$ cat config.mk
export PLATFORM = sky130hd
export DESIGN_NAME = twi_host
export DESIGN_NICKNAME = d
export VERILOG_FILES = /design/src/twi_host_pkg.sv /design/src/twi_host.sv
export SDC_FILE = /design/constraint.sdc
export NUM_CORES = 1
export LEC_CHECK = 0
export ABC_AREA = 1
export BUFFER_PORTS_ARGS = -buffer_cell sky130_fd_sc_hd__clkbuf_2
export CAP_MARGIN = 25
export CELL_PAD_IN_SITES_DETAIL_PLACEMENT = 0
export CELL_PAD_IN_SITES_GLOBAL_PLACEMENT = 1
export CORE_MARGIN = 3
export CORE_UTILIZATION = 40
export CTS_CLUSTER_DIAMETER = 150
export DETAILED_ROUTE_END_ITERATION = 7
export GPL_ROUTABILITY_DRIVEN = 0
export PLACE_DENSITY = 0.82
export SYNTH_ARGS = -nofsm -noshare
export SYNTH_HDL_FRONTEND = slang
export SYNTH_SLANG_ARGS = --single-unit
$ cat constraint.sdc
create_clock -name mclk -period 3.2 [get_ports mclk]
set_clock_uncertainty 0.2 [all_clocks]
set_input_delay 0.16 -clock mclk [delete_from_list [all_inputs] [get_ports mclk]]
set_output_delay 0.16 -clock mclk [all_outputs]
set_load 0.05 [all_outputs]
$ cat src/twi_host_pkg.sv
// constants, register map and state codes of the two-wire bus controller
package twi_host_pkg;
  localparam int MCLK_HZ = 25000000;
  localparam int BIT_RATE_HZ = 100000;
  // cycles per quarter bit, minus one; keep it at two or more
  localparam logic [15:0] DIV_RESET = 16'(MCLK_HZ / (4 * BIT_RATE_HZ) - 1);
  localparam logic [7:0] REG_CTRL = 8'h00;
  localparam logic [7:0] REG_CMD = 8'h04;
  localparam logic [7:0] REG_DIV = 8'h08;
  localparam logic [7:0] REG_TXD = 8'h0c;
  localparam logic [7:0] REG_RXD = 8'h10;
  localparam logic [7:0] REG_STAT = 8'h14;
  localparam int CTRL_EN = 0;
  localparam int CMD_START = 0;
  localparam int CMD_WRITE = 1;
  localparam int CMD_READ = 2;
  localparam int CMD_STOP = 3;
  localparam int CMD_NACK = 4;
  localparam int ST_BUSY = 0;
  localparam int ST_NACK = 1;
  localparam int ST_ARB = 2;
  localparam int ST_RXF = 3;
  localparam int ST_BUS = 4;
  localparam logic [3:0] ACK_SLOT = 4'h8;
  typedef enum logic [3:0] {
    S_IDLE = 4'b0001,
    S_START = 4'b0010,
    S_DATA = 4'b0100,
    S_STOP = 4'b1000
  } eng_state_t;
endpackage

$ cat src/twi_host.sv
// two-wire bus master with a classic wishbone register slave
//
// Chosen here: register access over Wishbone and the address map.
`timescale 1ns/100ps
`default_nettype none
module twi_host
  import twi_host_pkg::*;
(
  input wire logic mclk,
  input wire logic reset_n,
  input wire logic wb_cyc_i,
  input wire logic wb_stb_i,
  input wire logic wb_we_i,
  input wire logic [7:0] wb_adr_i,
  input wire logic [3:0] wb_sel_i,
  input wire logic [31:0] wb_dat_i,
  output logic [31:0] wb_dat_o,
  output logic wb_ack_o,
  input wire logic scl_i,
  output logic scl_o,
  output logic scl_oe,
  input wire logic sda_i,
  output logic sda_o,
  output logic sda_oe
);
  // level for the current bit: pull low for a zero, release for a one
  function automatic logic sda_pull(input logic rd, input logic [3:0] bitn, input logic msb, input logic nack);
    if (bitn == ACK_SLOT) begin
      sda_pull = rd ? !nack : 1'b0;
    end else begin
      sda_pull = rd ? 1'b0 : !msb;
    end
  endfunction

  logic scl_m_ff, scl_s_ff, sda_m_ff, sda_s_ff, sda_p_ff, bus_ff, nxt_bus;
  logic ack_ff, nxt_ack, en_ff, nxt_en;
  logic [31:0] dat_ff, nxt_dat;
  logic [15:0] div_ff, nxt_div, cnt_ff, nxt_cnt;
  logic [7:0] txd_ff, nxt_txd, rxd_ff, nxt_rxd, sh_ff, nxt_sh;
  eng_state_t state_ff, nxt_state;
  logic [1:0] phase_ff, nxt_phase;
  logic [3:0] bit_ff, nxt_bit;
  logic scl_oe_ff, nxt_scl_oe, sda_oe_ff, nxt_sda_oe;
  logic rd_ff, nxt_rd, stop_ff, nxt_stop, nack_ff, nxt_nack, wr_ff, nxt_wr;
  logic rxf_ff, nxt_rxf, got_nack_ff, nxt_got_nack, arb_ff, nxt_arb;
  logic wr_en, rd_en, cmd_go, advance;

  // pins are open drain: the only level ever driven is low
  assign scl_o = 1'b0;
  assign sda_o = 1'b0;
  assign scl_oe = scl_oe_ff;
  assign sda_oe = sda_oe_ff;
  assign wb_ack_o = ack_ff;
  assign wb_dat_o = dat_ff;

  // bus lines cross in through two flops; the second is used, and sda gets a third flop for start and stop detection
  always_ff @(posedge mclk or negedge reset_n) begin
    if (!reset_n) begin
      scl_m_ff <= 1'b1;
      scl_s_ff <= 1'b1;
      sda_m_ff <= 1'b1;
      sda_s_ff <= 1'b1;
      sda_p_ff <= 1'b1;
    end else begin
      scl_m_ff <= scl_i;
      scl_s_ff <= scl_m_ff;
      sda_m_ff <= sda_i;
      sda_s_ff <= sda_m_ff;
      sda_p_ff <= sda_s_ff;
    end
  end

  // wishbone: ack one cycle after the request, writes land on the ack edge
  assign wr_en = wb_cyc_i && wb_stb_i && wb_we_i && ack_ff;
  assign rd_en = wb_cyc_i && wb_stb_i && !wb_we_i && ack_ff;
  always_comb begin
    nxt_ack = wb_cyc_i && wb_stb_i && !ack_ff;
    nxt_dat = dat_ff;
    nxt_en = en_ff;
    nxt_div = div_ff;
    nxt_txd = txd_ff;
    nxt_bus = bus_ff;
    if (nxt_ack) begin
      unique case (wb_adr_i)
        REG_CTRL: nxt_dat = {31'h0, en_ff};
        REG_DIV: nxt_dat = {16'h0, div_ff};
        REG_TXD: nxt_dat = {24'h0, txd_ff};
        REG_RXD: nxt_dat = {24'h0, rxd_ff};
        REG_STAT: nxt_dat = {27'h0, bus_ff, rxf_ff, arb_ff, got_nack_ff, state_ff != S_IDLE};
        default: nxt_dat = 32'h0;
      endcase
    end
    if (wr_en && wb_sel_i[0]) begin
      if (wb_adr_i == REG_CTRL) nxt_en = wb_dat_i[CTRL_EN];
      if (wb_adr_i == REG_DIV) nxt_div[7:0] = wb_dat_i[7:0];
      if (wb_adr_i == REG_TXD) nxt_txd = wb_dat_i[7:0];
    end
    if (wr_en && wb_sel_i[1] && wb_adr_i == REG_DIV) nxt_div[15:8] = wb_dat_i[15:8];
    // track other masters: start marks the bus taken, stop frees it
    if (scl_s_ff && sda_p_ff && !sda_s_ff) nxt_bus = 1'b1;
    if (scl_s_ff && !sda_p_ff && sda_s_ff) nxt_bus = 1'b0;
  end

  always_ff @(posedge mclk or negedge reset_n) begin
    if (!reset_n) begin
      ack_ff <= 1'b0;
      dat_ff <= 32'h0;
      en_ff <= 1'b0;
      div_ff <= DIV_RESET;
      txd_ff <= 8'h0;
      bus_ff <= 1'b0;
    end else begin
      ack_ff <= nxt_ack;
      dat_ff <= nxt_dat;
      en_ff <= nxt_en;
      div_ff <= nxt_div;
      txd_ff <= nxt_txd;
      bus_ff <= nxt_bus;
    end
  end

  // a command is taken only when idle; data or stop alone need scl already held low
  assign cmd_go = wr_en && wb_sel_i[0] && wb_adr_i == REG_CMD && state_ff == S_IDLE && en_ff &&
                  (wb_dat_i[CMD_START] || scl_oe_ff);
  // phase 1 waits for scl to be seen high, so a stretching slave stalls us
  assign advance = (cnt_ff == 16'h0) && (phase_ff != 2'd1 || scl_s_ff);

  // bit engine: four quarter phases per bit, actions happen when a phase ends
  always_comb begin
    nxt_state = state_ff;
    nxt_phase = phase_ff;
    nxt_cnt = cnt_ff;
    nxt_bit = bit_ff;
    nxt_sh = sh_ff;
    nxt_scl_oe = scl_oe_ff;
    nxt_sda_oe = sda_oe_ff;
    nxt_rd = rd_ff;
    nxt_stop = stop_ff;
    nxt_nack = nack_ff;
    nxt_rxd = rxd_ff;
    nxt_rxf = rxf_ff;
    nxt_got_nack = got_nack_ff;
    nxt_arb = arb_ff;
    if (rd_en && wb_adr_i == REG_RXD) nxt_rxf = 1'b0;
    if (wr_en && wb_sel_i[0] && wb_adr_i == REG_STAT && wb_dat_i[ST_ARB]) nxt_arb = 1'b0;
    if (state_ff != S_IDLE) begin
      if (cnt_ff != 16'h0) nxt_cnt = cnt_ff - 16'h1;
      else if (advance) nxt_cnt = div_ff;
      if (advance) nxt_phase = phase_ff + 2'd1;
    end
    if (!en_ff) begin
      nxt_state = S_IDLE;
      nxt_scl_oe = 1'b0;
      nxt_sda_oe = 1'b0;
    end else begin
      unique case (state_ff)
        S_IDLE: begin
          if (cmd_go) begin
            nxt_rd = wb_dat_i[CMD_READ];
            nxt_stop = wb_dat_i[CMD_STOP];
            nxt_nack = wb_dat_i[CMD_NACK];
            nxt_sh = txd_ff; // shifter loads only between bytes
            nxt_bit = 4'h0;
            nxt_phase = 2'd0;
            nxt_cnt = div_ff;
            if (wb_dat_i[CMD_START]) begin
              nxt_state = S_START;
              nxt_sda_oe = 1'b0; // scl is low or the bus idles here
            end else if (wb_dat_i[CMD_READ] || wb_dat_i[CMD_WRITE]) begin
              nxt_state = S_DATA;
              nxt_sda_oe = sda_pull(wb_dat_i[CMD_READ], 4'h0, txd_ff[7], wb_dat_i[CMD_NACK]);
            end else begin
              nxt_state = S_STOP;
              nxt_sda_oe = 1'b1;
            end
          end
        end
        S_START: begin
          if (advance) begin
            unique case (phase_ff)
              2'd0: nxt_scl_oe = 1'b0;
              2'd1: nxt_sda_oe = 1'b1; // sda falls while scl high: start or repeated start
              2'd2: nxt_scl_oe = 1'b1;
              2'd3: begin
                if (rd_ff || wr_ff) begin
                  // address byte with direction bit comes next from the shifter
                  nxt_state = S_DATA;
                  nxt_sda_oe = sda_pull(rd_ff, 4'h0, sh_ff[7], nack_ff);
                end else begin
                  // no byte: keep sda low so a following stop shows a real rising edge
                  nxt_state = stop_ff ? S_STOP : S_IDLE;
                  nxt_sda_oe = 1'b1;
                end
              end
            endcase
          end
        end
        S_DATA: begin
          if (advance) begin
            unique case (phase_ff)
              2'd0: nxt_scl_oe = 1'b0;
              2'd1: begin
                // sample after scl is seen high
                if (bit_ff == ACK_SLOT) begin
                  if (!rd_ff) nxt_got_nack = sda_s_ff; // slave answer to our byte
                  else begin
                    nxt_rxd = sh_ff;
                    nxt_rxf = 1'b1;
                  end
                end else if (!rd_ff && !sda_oe_ff && !sda_s_ff) begin
                  // released for a one but line is low: another master won
                  nxt_state = S_IDLE;
                  nxt_scl_oe = 1'b0;
                  nxt_sda_oe = 1'b0;
                  nxt_arb = 1'b1;
                end else begin
                  nxt_sh = {sh_ff[6:0], sda_s_ff};
                end
              end
              2'd2: nxt_scl_oe = 1'b1;
              2'd3: begin
                nxt_bit = bit_ff + 4'h1;
                if (bit_ff == ACK_SLOT) begin
                  nxt_state = stop_ff ? S_STOP : S_IDLE;
                  nxt_sda_oe = stop_ff; // scl is low, so sda may move
                end else begin
                  // next bit, msb first; ack slot releases or acks
                  nxt_sda_oe = sda_pull(rd_ff, bit_ff + 4'h1, sh_ff[7], nack_ff);
                end
              end
            endcase
          end
        end
        S_STOP: begin
          if (advance) begin
            unique case (phase_ff)
              2'd0: nxt_scl_oe = 1'b0;
              2'd1: nxt_sda_oe = 1'b0; // sda rises while scl high
              2'd2: nxt_sda_oe = 1'b0;
              2'd3: nxt_state = S_IDLE;
            endcase
          end
        end
        default: begin
          nxt_state = S_IDLE;
          nxt_scl_oe = 1'b0;
          nxt_sda_oe = 1'b0;
        end
      endcase
    end
  end

  // remember whether the accepted command carries a byte to write
  always_comb begin
    nxt_wr = wr_ff;
    if (cmd_go) nxt_wr = wb_dat_i[CMD_WRITE];
  end

  always_ff @(posedge mclk or negedge reset_n) begin
    if (!reset_n) begin
      state_ff <= S_IDLE;
      phase_ff <= 2'd0;
      cnt_ff <= 16'h0;
      bit_ff <= 4'h0;
      sh_ff <= 8'h0;
      scl_oe_ff <= 1'b0;
      sda_oe_ff <= 1'b0;
      rd_ff <= 1'b0;
      wr_ff <= 1'b0;
      stop_ff <= 1'b0;
      nack_ff <= 1'b0;
      rxd_ff <= 8'h0;
      rxf_ff <= 1'b0;
      got_nack_ff <= 1'b0;
      arb_ff <= 1'b0;
    end else begin
      state_ff <= nxt_state;
      phase_ff <= nxt_phase;
      cnt_ff <= nxt_cnt;
      bit_ff <= nxt_bit;
      sh_ff <= nxt_sh;
      scl_oe_ff <= nxt_scl_oe;
      sda_oe_ff <= nxt_sda_oe;
      rd_ff <= nxt_rd;
      wr_ff <= nxt_wr;
      stop_ff <= nxt_stop;
      nack_ff <= nxt_nack;
      rxd_ff <= nxt_rxd;
      rxf_ff <= nxt_rxf;
      got_nack_ff <= nxt_got_nack;
      arb_ff <= nxt_arb;
    end
  end
endmodule
`default_nettype wire

==> flow_summary.json <==
{
  "rsz0062_at_grt": "false",
  "synth_area_sq_mm": 0.00583,
  "ff2ff_setup_slack_ns": 0.81,
  "start_kind": "flip-flop",
  "cts_tree": "done",
  "irDropWorstVdd_uv": 338,
  "die_w_um": 127,
  "fin_cells": 1055,
  "dieArea_sq_mm": 0.0160,
  "drive_gt1_share_pct": 13.7,
  "core-area_sq_mm": 0.0140,
  "grt_max_degree": 63,
  "holdPathEnd": "wb_ack_o",
  "yosys_warnings": 0,
  "clock_sinks": 99,
  "place_inst": 1011,
  "maxCapViolCount": 0,
  "path_class": "flip-flop to flip-flop",
  "h-tree-depth": 3,
  "ys_async_sr_fraction_pct": 100,
  "synth_edf_count": 0,
  "drt_first_pass_iters": 5,
  "hold-path-cell-count": 4,
  "crit_arrival_ns": 2.44,
  "dp_hpwl_mm": 11.3,
  "setup-tns-final_ns": 0,
  "hold_class": "input pin to flip-flop",
  "layout_setup_ws_ns": 0.805,
  "syn_area_per_cell_sq_um": 7.36,
  "ys_types": 42,
  "drv_slew": 0,
  "wl_per_cell_um": 14.6,
  "worstPathRequired_ns": 3.25,
  "ios": 88,
  "status": "finished, final reports clean",
  "clock_path_buffers": 2,
  "min_period_ns": 2.39,
  "layout_common_cells": "261 x nand2_1, 93 x inv_1, 88 x dfrtp_1",
  "dp_slack_ns": 0.863,
  "worst_setup_path_end_kind": "flip-flop",
  "cts_setup_buffers": 0,
  "power_density_mw_per_mm2": 404,
  "grt_use_total_pct": 19.9,
  "num_rows": 43,
  "finalCritPeriodShare_pct": 74.8,
  "grt_pass1_vias": 5029,
  "setup_violations": 0,
  "grt_pass1_wl_mm": 25.5,
  "syn_inst": 792,
  "fp.dieH_um": 127,
  "clk_latency_ns": 0.36,
  "fin_nets": 929,
  "drt-total-wl_mm": 15.5,
  "power_leakage_nw": 3.38,
  "vias": 5248,
  "start_util_pct": 41.5,
  "rr_startpoint": "phase_ff[1]",
  "ant_nets": 0,
  "io_buffer_count": 51,
  "cts_root_buf": "clkbuf_16",
  "hold_start": "wb_stb_i",
  "hold_violations": 0,
  "areaGrowthSynthToFinish_pct": 16.4,
  "cts_buffers": 9,
  "clock.fmax_ghz": 0.418,
  "worstMarginPinSlew_ns": 0.617,
  "vias_per_cell": 4.97,
  "mostFrequentLayoutCell": "nand2_1",
  "n_antenna_cell": 0,
  "synth_seq_area_share_pct": 42.8,
  "drcViolationCount": 0,
  "clk_pin_slew_ns": 0.07,
  "synthFlopType": "dfrtp_1",
  "antenna_found_initial": 0,
  "ys_ff_latch": 99,
  "worstRegToRegCells": 8,
  "overflow": 0,
  "r2r_end": "rxd_ff[4]",
  "slew_headroom_pct": 58.8,
  "drt_iter0_drc": 339,
  "worstPathMaxFanout": 17
}
==> what timing repair did <==
item	CTS	global route
gates resized for setup	0	0
hold endpoints to repair	68	0
hold buffers	28	0
==> area by class of cell <==
type | instances | area (sq um)
Multi-Input combinational cell | 576 | 2780
Inverter | 98 | 372
Clock inverter | 6 | 82.6
Sequential cell | 99 | 2490
Tap cell | 180 | 225
Clock buffer | 10 | 229
Timing Repair Buffer | 86 | 603
Fill cell | 1430 | 7260
==> through the flow <==
stage               hold slack [ns]  area, sq um  power (mW)  utilization, %
floorplan                    -0.336         5890        1.52               -
global placement            -0.0282         6190        1.59            44.1
CTS                          0.0205         6780        2.77            48.3
finish                       0.0296         6780        2.74            48.3
global route                 0.0406         6780        2.85            48.3
detailed placement          -0.0287         6190        1.59            44.1
==> logic make-up (layout without fill, tap and decap cells) <==
group | after synthesis | in the layout | synth area share, %
buffers and inverters | 134 | 200 | 10.7
AOI/OAI and AO/OA | 112 | 112 | 11.1
DFF | 99 | 99 | 42.8
adders and majority gates | 8 | 8 | 1.72
and+or+nand+nor | 429 | 429 | 32.4
xor gates and xnor gates | 9 | 9 | 1.35
other | 1 | 18 | 0.0644
==> routing by layer <==
layer	vias up	wire [um]	track usage [%]
met5	-	0	0
met4	0	220	4.35
met3	17	623	4.88
met2	114	7460	33.3
met1	2458	7150	26.1
li1	2659	-	-
==> report_power, final <==
group          switching [mW]  total, mW  internal, mW
clock network           0.530       1.16         0.625
logic                   0.179      0.263        0.0844
registers              0.0365       1.32          1.29
total                   0.746       2.74          2.00
==> how the worst max path moves through the flow <==
stage | endpoint | depth (start not counted) | startpoint | slack, ns
4_1_cts | bit_ff[2] | 8 | state_ff[3] | 0.84
5_1_grt | rxd_ff[4] | 11 | cnt_ff[0] | 0.57
3_5_place_dp | bit_ff[2] | 8 | state_ff[3] | 0.86
2_1_floorplan | cnt_ff[8] | 7 | wb_ack_o | 1.21
6_report | rxd_ff[4] | 8 | phase_ff[1] | 0.81
3_3_place_gp | bit_ff[3] | 8 | state_ff[3] | 0.86
==> cell usage after synthesis, types with 4 or more instances <==
cell	n	area share [%]
buf_2	7	0.60
o31ai_1	5	0.64
dfrtp_1	88	38
nor2_2	9	0.97
nand2_2	5	0.54
buf_4	18	2.3
inv_1	93	6.0
o21ai_1	16	1.4
nand4_1	18	1.9
buf_6	5	0.97
o21ai_0	66	5.7
ha_1	8	1.7
clkbuf_1	6	0.39
nand3_1	56	4.8
xor2_1	4	0.60
dfstp_2	11	5.0
o21ai_2	4	0.60
nor3_1	10	0.86
a21oi_1	8	0.69
nand2_1	261	17
xnor2_1	5	0.75
o211ai_1	4	0.52
nor2_1	58	3.7
==> critical path, cell delays in order, from the launching register on <==
cell     delay [ns]
dfrtp_1        0.40
inv_1          0.08
ha_1           0.27
nand2_1        0.28
nand3_2        0.33
inv_1          0.27
nand3_4        0.24
nand2_1        0.15
o21ai_2        0.05
==> flip-flops by register name, indices dropped and copies added, names as in the netlist, 2 cells and up <==
name      count
bit_ff        4
cnt_ff       16
div_ff       16
phase_ff      2
rxd_ff        8
sh_ff         8
state_ff      4
txd_ff        8
wb_dat_o     16
Power figures use the tool's default switching activity.
